$ cat src/relay_defines.vh
// Purpose : Constants for the relay output function selector.
// Assumes : Threshold and normalised values are in tenths of a percent.
// Notes   : Definitions only; included by bare name.
`ifndef RELAY_DEFINES_VH
`define RELAY_DEFINES_VH

// ==========================================================================
// Selector field
`define RLY_SEL_W        4
`define RLY_SEL_MAX      4'h9
`define RLY_SEL_RST      4'h1
`define RLY_SRC_N        10

// ==========================================================================
// Selector codes
`define RLY_SEL_RUN      4'h0
`define RLY_SEL_HEALTHY  4'h1
`define RLY_SEL_AT_SPEED 4'h2
`define RLY_SEL_TRIPPED  4'h3
`define RLY_SEL_FREQ_GE  4'h4
`define RLY_SEL_CUR_GE   4'h5
`define RLY_SEL_FREQ_LT  4'h6
`define RLY_SEL_CUR_LT   4'h7
`define RLY_SEL_AIN2_GT  4'h8
`define RLY_SEL_READY    4'h9

// ==========================================================================
// Source vector bit positions (bit index equals selector code)
`define RLY_BIT_RUN      0
`define RLY_BIT_HEALTHY  1
`define RLY_BIT_AT_SPEED 2
`define RLY_BIT_TRIPPED  3
`define RLY_BIT_FREQ_GE  4
`define RLY_BIT_CUR_GE   5
`define RLY_BIT_FREQ_LT  6
`define RLY_BIT_CUR_LT   7
`define RLY_BIT_AIN2_GT  8
`define RLY_BIT_READY    9

// ==========================================================================
// Threshold, tenths of a percent: 0.0 .. 200.0 %, reset 100.0 %
`define RLY_THR_W        11
`define RLY_THR_MAX      11'h7d0
`define RLY_THR_RST      11'h3e8

// Full scale expressed in tenths of a percent (100.0 %)
`define RLY_PCT_FULL     11'h3e8

`endif

$ cat src/pct_cmp.v
// Purpose : Compares a measured value, normalised to percent of its
//           full-scale reference, against a percent threshold.
// Assumes : Threshold in tenths of a percent; full scale nonzero.
// Notes   : Cross-multiplies instead of dividing, so no divider is
//           needed; result is exact for any nonzero full-scale value.
`timescale 1ns/1ns
`default_nettype none
`include "relay_defines.vh"

module pct_cmp #(
  parameter VAL_W = 16,
  parameter FS_W  = 16,
  parameter THR_W = `RLY_THR_W
) (
  input  wire [VAL_W-1:0] i_val,  // Measured value
  input  wire [FS_W-1:0]  i_fs,   // Full-scale reference of i_val
  input  wire [THR_W-1:0] i_thr,  // Threshold, tenths of a percent
  output wire             o_ge,   // Normalised value >= threshold
  output wire             o_lt,   // Normalised value <  threshold
  output wire             o_gt    // Normalised value >  threshold
);

  localparam PW = VAL_W + FS_W + THR_W;

  // ========================================================================
  // Normalisation
  // val/fs*1000 >= thr  <=>  val*1000 >= thr*fs
  wire [PW-1:0] val_ext;
  wire [PW-1:0] fs_ext;
  wire [PW-1:0] thr_ext;
  wire [PW-1:0] pct_ext;
  wire [PW-1:0] lhs;
  wire [PW-1:0] rhs;

  assign val_ext = {{(FS_W+THR_W){1'b0}}, i_val};
  assign fs_ext  = {{(VAL_W+THR_W){1'b0}}, i_fs};
  assign thr_ext = {{(VAL_W+FS_W){1'b0}}, i_thr};
  assign pct_ext = {{(PW-`RLY_THR_W){1'b0}}, `RLY_PCT_FULL};
  assign lhs     = val_ext * pct_ext;
  assign rhs     = thr_ext * fs_ext;

  // ========================================================================
  // Comparison
  assign o_ge = (lhs >= rhs);
  assign o_lt = (lhs <  rhs);
  assign o_gt = (lhs >  rhs);

endmodule
`default_nettype wire

$ cat src/relay_func_sel.v
// Purpose : Drives one relay contact from a selectable drive condition.
// Assumes : All status and measurement inputs come from logic on
//           i_core_clk; selector and threshold arrive with write strobes.
// Notes   : One cycle from a status or measurement change to the relay output, two from a selector or threshold write.
//           At-speed is raw equality with no tolerance band, so a
//           setpoint that the ramp never hits exactly leaves it open.
//           A zero full scale is not guarded; keep full scales nonzero.
//           Status inputs are same-clock logic and are not synchronised.
`timescale 1ns/1ns
`default_nettype none
`include "relay_defines.vh"

module relay_func_sel #(
  parameter FREQ_W = 16,
  parameter CUR_W  = 16,
  parameter AIN_W  = 12
) (
  input  wire                   i_core_clk,    // Control clock, 100 MHz
  input  wire                   i_rstn,        // Async reset, active low
  input  wire                   i_sel_we,      // Selector write strobe
  input  wire [`RLY_SEL_W-1:0]  i_sel_val,     // Selector write value
  input  wire                   i_thr_we,      // Threshold write strobe
  input  wire [`RLY_THR_W-1:0]  i_thr_val,     // Threshold, 0.1 % units
  input  wire                   i_running,     // Motor output enabled
  input  wire                   i_powered,     // Drive power present
  input  wire                   i_fault,       // Any fault present
  input  wire                   i_tripped,     // Drive in tripped state
  input  wire                   i_ready,       // Drive ready to run
  input  wire [FREQ_W-1:0]      i_out_freq,    // Output frequency
  input  wire [FREQ_W-1:0]      i_set_freq,    // Setpoint frequency
  input  wire [FREQ_W-1:0]      i_freq_fs,     // Frequency full scale
  input  wire [CUR_W-1:0]       i_motor_cur,   // Motor current
  input  wire [CUR_W-1:0]       i_cur_fs,      // Current full scale
  input  wire [AIN_W-1:0]       i_ain2,        // Analog input 2 value
  input  wire [AIN_W-1:0]       i_ain2_fs,     // Analog input 2 full scale
  output wire                   o_relay_close, // Contact closed when high
  output wire [`RLY_SEL_W-1:0]  o_sel,         // Active selector
  output wire [`RLY_THR_W-1:0]  o_thr,         // Active threshold
  output wire [`RLY_SRC_N-1:0]  o_src_vec,     // All sources, registered
  output wire                   o_sel_rej,     // Selector write refused
  output wire                   o_thr_rej      // Threshold write refused
);

  // ========================================================================
  // Selector register
  reg  [`RLY_SEL_W-1:0] sel_q;
  reg  [`RLY_SEL_W-1:0] sel_d;
  reg                   sel_rej_q;
  reg                   sel_rej_d;
  wire                  sel_ok;

  // Out-of-range codes are refused so the relay never falls to a
  // meaningless source; the previous choice stays in force.
  assign sel_ok = (i_sel_val <= `RLY_SEL_MAX);

  always @* begin
    sel_d     = sel_q;
    sel_rej_d = 1'b0;
    if (i_sel_we) begin
      if (sel_ok) begin
        sel_d = i_sel_val;
      end else begin
        sel_rej_d = 1'b1;
      end
    end
  end

  always @(posedge i_core_clk or negedge i_rstn) begin
    if (!i_rstn) begin
      sel_q <= `RLY_SEL_RST;
    end else begin
      sel_q <= sel_d;
    end
  end

  // The refusal flag lasts one cycle; it is not sticky.
  always @(posedge i_core_clk or negedge i_rstn) begin
    if (!i_rstn) begin
      sel_rej_q <= 1'b0;
    end else begin
      sel_rej_q <= sel_rej_d;
    end
  end

  // ========================================================================
  // Threshold register
  reg  [`RLY_THR_W-1:0] thr_q;
  reg  [`RLY_THR_W-1:0] thr_d;
  reg                   thr_rej_q;
  reg                   thr_rej_d;
  wire                  thr_ok;

  // Over-range thresholds are refused like selector codes, never clamped.
  assign thr_ok = (i_thr_val <= `RLY_THR_MAX);

  always @* begin
    thr_d     = thr_q;
    thr_rej_d = 1'b0;
    if (i_thr_we) begin
      if (thr_ok) begin
        thr_d = i_thr_val;
      end else begin
        thr_rej_d = 1'b1;
      end
    end
  end

  always @(posedge i_core_clk or negedge i_rstn) begin
    if (!i_rstn) begin
      thr_q <= `RLY_THR_RST;
    end else begin
      thr_q <= thr_d;
    end
  end

  // Same one-cycle refusal pulse as the selector.
  always @(posedge i_core_clk or negedge i_rstn) begin
    if (!i_rstn) begin
      thr_rej_q <= 1'b0;
    end else begin
      thr_rej_q <= thr_rej_d;
    end
  end

  // ========================================================================
  // Normalised comparisons against the shared threshold
  wire freq_ge;
  wire freq_lt;
  wire cur_ge;
  wire cur_lt;
  wire ain2_gt;

  // One threshold feeds all three comparators
  pct_cmp #(
    .VAL_W (FREQ_W),
    .FS_W  (FREQ_W),
    .THR_W (`RLY_THR_W)
  ) u_freq_cmp (
    .i_val (i_out_freq),
    .i_fs  (i_freq_fs),
    .i_thr (thr_q),
    .o_ge  (freq_ge),
    .o_lt  (freq_lt),
    .o_gt  ()
  );

  // Current: >= serves code 5 and < serves code 7
  pct_cmp #(
    .VAL_W (CUR_W),
    .FS_W  (CUR_W),
    .THR_W (`RLY_THR_W)
  ) u_cur_cmp (
    .i_val (i_motor_cur),
    .i_fs  (i_cur_fs),
    .i_thr (thr_q),
    .o_ge  (cur_ge),
    .o_lt  (cur_lt),
    .o_gt  ()
  );

  // Analog input 2 uses the strict compare only
  pct_cmp #(
    .VAL_W (AIN_W),
    .FS_W  (AIN_W),
    .THR_W (`RLY_THR_W)
  ) u_ain2_cmp (
    .i_val (i_ain2),
    .i_fs  (i_ain2_fs),
    .i_thr (thr_q),
    .o_ge  (),
    .o_lt  (),
    .o_gt  (ain2_gt)
  );

  // ========================================================================
  // Status-derived sources
  // Each term is named once so the vector and the selector read the
  // same logic; ready is masked by a trip even if the ready flag lags
  // behind the trip that should have dropped it.
  wire run_src;
  wire healthy_src;
  wire at_speed_src;
  wire trip_src;
  wire ready_src;

  assign run_src      = i_running;
  assign healthy_src  = i_powered & ~i_fault;
  assign at_speed_src = (i_out_freq == i_set_freq);
  assign trip_src     = i_tripped;
  assign ready_src    = i_ready & ~i_tripped;

  // ========================================================================
  // Source vector, bit index equals selector code
  reg [`RLY_SRC_N-1:0] src_d;

  always @* begin
    src_d                    = {`RLY_SRC_N{1'b0}};
    src_d[`RLY_BIT_RUN]      = run_src;
    src_d[`RLY_BIT_HEALTHY]  = healthy_src;
    src_d[`RLY_BIT_AT_SPEED] = at_speed_src;
    src_d[`RLY_BIT_TRIPPED]  = trip_src;
    src_d[`RLY_BIT_FREQ_GE]  = freq_ge;
    src_d[`RLY_BIT_CUR_GE]   = cur_ge;
    src_d[`RLY_BIT_FREQ_LT]  = freq_lt;
    src_d[`RLY_BIT_CUR_LT]   = cur_lt;
    src_d[`RLY_BIT_AIN2_GT]  = ain2_gt;
    src_d[`RLY_BIT_READY]    = ready_src;
  end

  // ========================================================================
  // Source selection
  // A plain case keeps each code explicit; the default covers codes
  // that the selector register can never hold.
  reg relay_d;

  always @* begin
    case (sel_q)
      `RLY_SEL_RUN: begin
        relay_d = src_d[`RLY_BIT_RUN];
      end
      `RLY_SEL_HEALTHY: begin
        relay_d = src_d[`RLY_BIT_HEALTHY];
      end
      `RLY_SEL_AT_SPEED: begin
        relay_d = src_d[`RLY_BIT_AT_SPEED];
      end
      `RLY_SEL_TRIPPED: begin
        relay_d = src_d[`RLY_BIT_TRIPPED];
      end
      `RLY_SEL_FREQ_GE: begin
        relay_d = src_d[`RLY_BIT_FREQ_GE];
      end
      `RLY_SEL_CUR_GE: begin
        relay_d = src_d[`RLY_BIT_CUR_GE];
      end
      `RLY_SEL_FREQ_LT: begin
        relay_d = src_d[`RLY_BIT_FREQ_LT];
      end
      `RLY_SEL_CUR_LT: begin
        relay_d = src_d[`RLY_BIT_CUR_LT];
      end
      `RLY_SEL_AIN2_GT: begin
        relay_d = src_d[`RLY_BIT_AIN2_GT];
      end
      `RLY_SEL_READY: begin
        relay_d = src_d[`RLY_BIT_READY];
      end
      default: begin
        relay_d = 1'b0;
      end
    endcase
  end

  // ========================================================================
  // Output registers
  // The relay is re-evaluated on every edge; no dwell filter is applied,
  // so a source toggling each cycle reaches the coil driver as is.
  reg                  relay_q;
  reg [`RLY_SRC_N-1:0] src_q;

  always @(posedge i_core_clk or negedge i_rstn) begin
    if (!i_rstn) begin
      relay_q <= 1'b0;
    end else begin
      relay_q <= relay_d;
    end
  end

  // The vector is sampled on the same edge as the relay so both agree.
  always @(posedge i_core_clk or negedge i_rstn) begin
    if (!i_rstn) begin
      src_q <= {`RLY_SRC_N{1'b0}};
    end else begin
      src_q <= src_d;
    end
  end

  assign o_relay_close = relay_q;
  assign o_sel         = sel_q;
  assign o_thr         = thr_q;
  assign o_src_vec     = src_q;
  assign o_sel_rej     = sel_rej_q;
  assign o_thr_rej     = thr_rej_q;

endmodule
`default_nettype wire

$ cat config.mk
export PLATFORM = sky130hd
export DESIGN_NAME = relay_func_sel
export DESIGN_NICKNAME = d
export VERILOG_FILES = /design/src/pct_cmp.v /design/src/relay_func_sel.v
export VERILOG_INCLUDE_DIRS = /design/src
export SDC_FILE = /design/constraint.sdc
export NUM_CORES = 2
export LEC_CHECK = 0
export BUFFER_PORTS_ARGS = -buffer_cell sky130_fd_sc_hd__buf_4
export CORE_MARGIN = 8
export CORE_UTILIZATION = 45
export DETAILED_ROUTE_END_ITERATION = 12
export GPL_ROUTABILITY_DRIVEN = 0
export GPL_TIMING_DRIVEN = 1
export SLEW_MARGIN = 20
export SYNTH_ARGS = -nofsm -noshare
export SYNTH_HDL_FRONTEND = slang
export SYNTH_SLANG_ARGS = --single-unit
$ cat constraint.sdc
create_clock -name i_core_clk -period 17.6 [get_ports i_core_clk]
set_input_delay 1.76 -clock i_core_clk [delete_from_list [all_inputs] [get_ports i_core_clk]]
set_output_delay 1.76 -clock i_core_clk [all_outputs]
set_load 0.005 [all_outputs]
==> metrics.txt <==
worst-path fanout max=11; aggregate global-route resource usage=0.184; Detailed Route Iter0 Violations=between 600 and 700; # port buffers=~160; setup TNS=0 ns; TritonCTS clock tree=yes; layout cells sized above 1=0.0724; initial antenna violation count=6; register area share after synthesis=0.0286; fillers=~5200; Hold Crit Depth=2; Yosys Warn Count=0; Syn Std Cell Area=between 20000 and 25000 um2; Largest stage delay, worst path=roughly 0.55 ns; clock sinks=28; crit path DAT=9.27 ns; min Tclk post-route=9.13 ns; Worst-Margin Slew=between 1 and 1.5 ns; RSZ-0062 raised after global routing=false; slowest CP cell=fa_1; initial cell density of the core=0.453; # DRC=0; Crit Path Class=input pin to flip-flop; startpoint types=input pin; Area Growth Syn to Fin=7.46%; largest net degree at the start of global routing=47; largest family of logic cells by synthesized area=adder cells; final setup fails=0; Post-Synth Simple-Gate Area=0.148; Max Cap Viol=0; Final Hold Viols=0; via count=18200; worst path required time=~18 ns; relative slew slack=0.289; drt via density=~5.2; Sequential Area=~700 um2; first-pass GRT wire length=about 99000 um; nets=between 3000 and 4000; Hold Crit Class=flip-flop to flip-flop; fmax=110 MHz; Longest Clk Path Bufs=2; die width=about 250 um; area of the multi-input gates=21700 um2; Post-CTS Hold Buffers=0; gr ovfl total=0; Core ar.=approximately 55000 um2; Adder-Cell Fraction of Synth Area=0.595; post-synthesis xor/xnor area fraction=0.0459; CTS H-Tree Depth=1; ANT nets after route=0; Reg clk slew, reported paths=approximately 0.060 ns; WL final=about 56000 um; DR pass1 iterations=5; period utilization=0.519; Synth Register Bits=28; io pins=between 150 and 200; Syn Inst Count=between 2000 and 3000; Detail Placement HPWL=approximately 48000 um; Compound-Gate Fraction of Synth Area=0.0818; Syn Area/Cell=9.03 um2; clk_lat worst skew=0.26 ns; Post-synth ARST share=1.00; Slew Viols, Final=0; Post-Syn Nets=between 3000 and 4000; vias in the first global route=20200; Post-CTS Resized=0; number of enable flip-flop cells after synthesis=0; cts bufs inserted=3; hold_ws=roughly 0.6 ns; CP endpoint kind=flip-flop; postcts setup bufs=0; WL/cell=15.9 um; R2R cell count=29; distinct cell type count after synthesis=67; status=finished clean; multiplexer share of the synthesized area=0.00449; row cnt=86; die height=251 um; Root Buffer=clkbuf_16; main flop type after synthesis=dfrtp_1; die area=62900 um2; Setup Skew=just under 0.005 ns; CP dominant cell by count=fa_1
[placed cells by master, fill, tap and decap left out, types with 39 or more instances in the layout]
cell and count:
a21o_1 39, a21oi_1 95, and2_1 227, buf_4 166, fa_1 485, ha_1 404, inv_1 535, nand2_1 312
nor2_1 78, o21ai_0 40, xnor2_1 83, xor2_1 47
[stage by stage]
step	setup slack [ns]	cell area, um2	cells	util
after floorplan	9.03	24800	2747	-
after global placement	8.40	26600	3516	0.485
final	8.47	26700	3523	0.487
after global routing	8.10	26700	3523	0.487
after detailed placement	8.24	26600	3516	0.485
after CTS	8.45	26600	3520	0.487
[state kept, by name (all words and copies together) (netlist names)]
name and flops:
o_thr_rej 1, o_relay_close 1, o_sel 4, o_sel_rej 1, o_thr 11, o_src_vec 10
[metal layers]
metal  up-vias  track usage  part of all wire
li1       8728            -                 -
met2       264        0.338              0.52
met1      9142        0.243              0.45
met3        46       0.0115             0.027
met4         4       0.0211            0.0087
met5         -            0           0.00038
[logic make-up after synthesis]
kind of cell	Yosys count
buffers and inverters	636
XOR/XNOR	130
adder cells (fa/ha/maj)	889
flip-flops	28
AND/OR/NAND/NOR	746
AO/OA/AOI/OAI	308
multiplexers	10
[cell usage after synthesis (8+ instances only)]
| library cell | number | area [um2] |
|---|---|---|
| a211oi_1 | 14 | 105 |
| nand4_1 | 12 | 75.1 |
| ha_1 | 404 | 5050 |
| o21a_1 | 18 | 135 |
| or3_1 | 9 | 56.3 |
| nor3_1 | 27 | 135 |
| nand3_1 | 19 | 95.1 |
| a21oi_1 | 95 | 475 |
| clkbuf_1 | 101 | 379 |
| nand2_1 | 312 | 1170 |
| fa_1 | 485 | 9710 |
| nand2b_1 | 12 | 75.1 |
| a21o_1 | 39 | 293 |
| o21ai_1 | 18 | 90.1 |
| and2_1 | 227 | 1420 |
| dfrtp_1 | 21 | 526 |
| o21bai_1 | 10 | 75.1 |
| o21ai_0 | 40 | 200 |
| inv_1 | 535 | 2010 |
| nor2b_1 | 17 | 106 |
| xnor2_1 | 83 | 727 |
| and3_1 | 13 | 81.3 |
| nor2_1 | 78 | 293 |
| xor2_1 | 47 | 412 |
| mux2_2 | 9 | 101 |
| a31oi_1 | 8 | 50.1 |
[path summary, 6_finish.rpt]
path / start / to / slack (ns)
min in group asynchronous: i_rstn / o_sel[2]$_DFFE_PN0P_ / 1.41
hold reg to reg: o_sel[3]$_DFFE_PN0P_ / o_sel[3]$_DFFE_PN0P_ / 0.60
max in group asynchronous: i_rstn / o_sel[0]$_DFFE_PN1P_ / 15.87
setup / recovery: i_freq_fs[3] / o_relay_close$_DFF_PN0_ / 8.47
setup reg to reg: o_thr[3]$_DFFE_PN1P_ / o_relay_close$_DFF_PN0_ / 8.92
hold / removal: o_sel[3]$_DFFE_PN0P_ / o_sel[3]$_DFFE_PN0P_ / 0.60
[area by class of cell]
cell class | count | share of cell area
Timing Repair Buffer | 166 | 0.0468
Inverter | 535 | 0.0753
Tap cell | 704 | 0.0330
Multi-Input combinational cell | 2083 | 0.815
Antenna cell | 3 | 0.000282
Sequential cell | 28 | 0.0266
Clock buffer | 4 | 0.00333
[critical path: cells and delay by family]
kind / cells / cell delay (ns)
fa+ha+maj: 7 / 3.22
compound gates: 15 / 3.01
simple gates: 2 / 0.59
buf+inv: 5 / 0.37
xor+xnor: 2 / 0.31
Power is not shown: default switching activity piles up to over one toggle a cycle in this logic, so the estimate is an artifact.
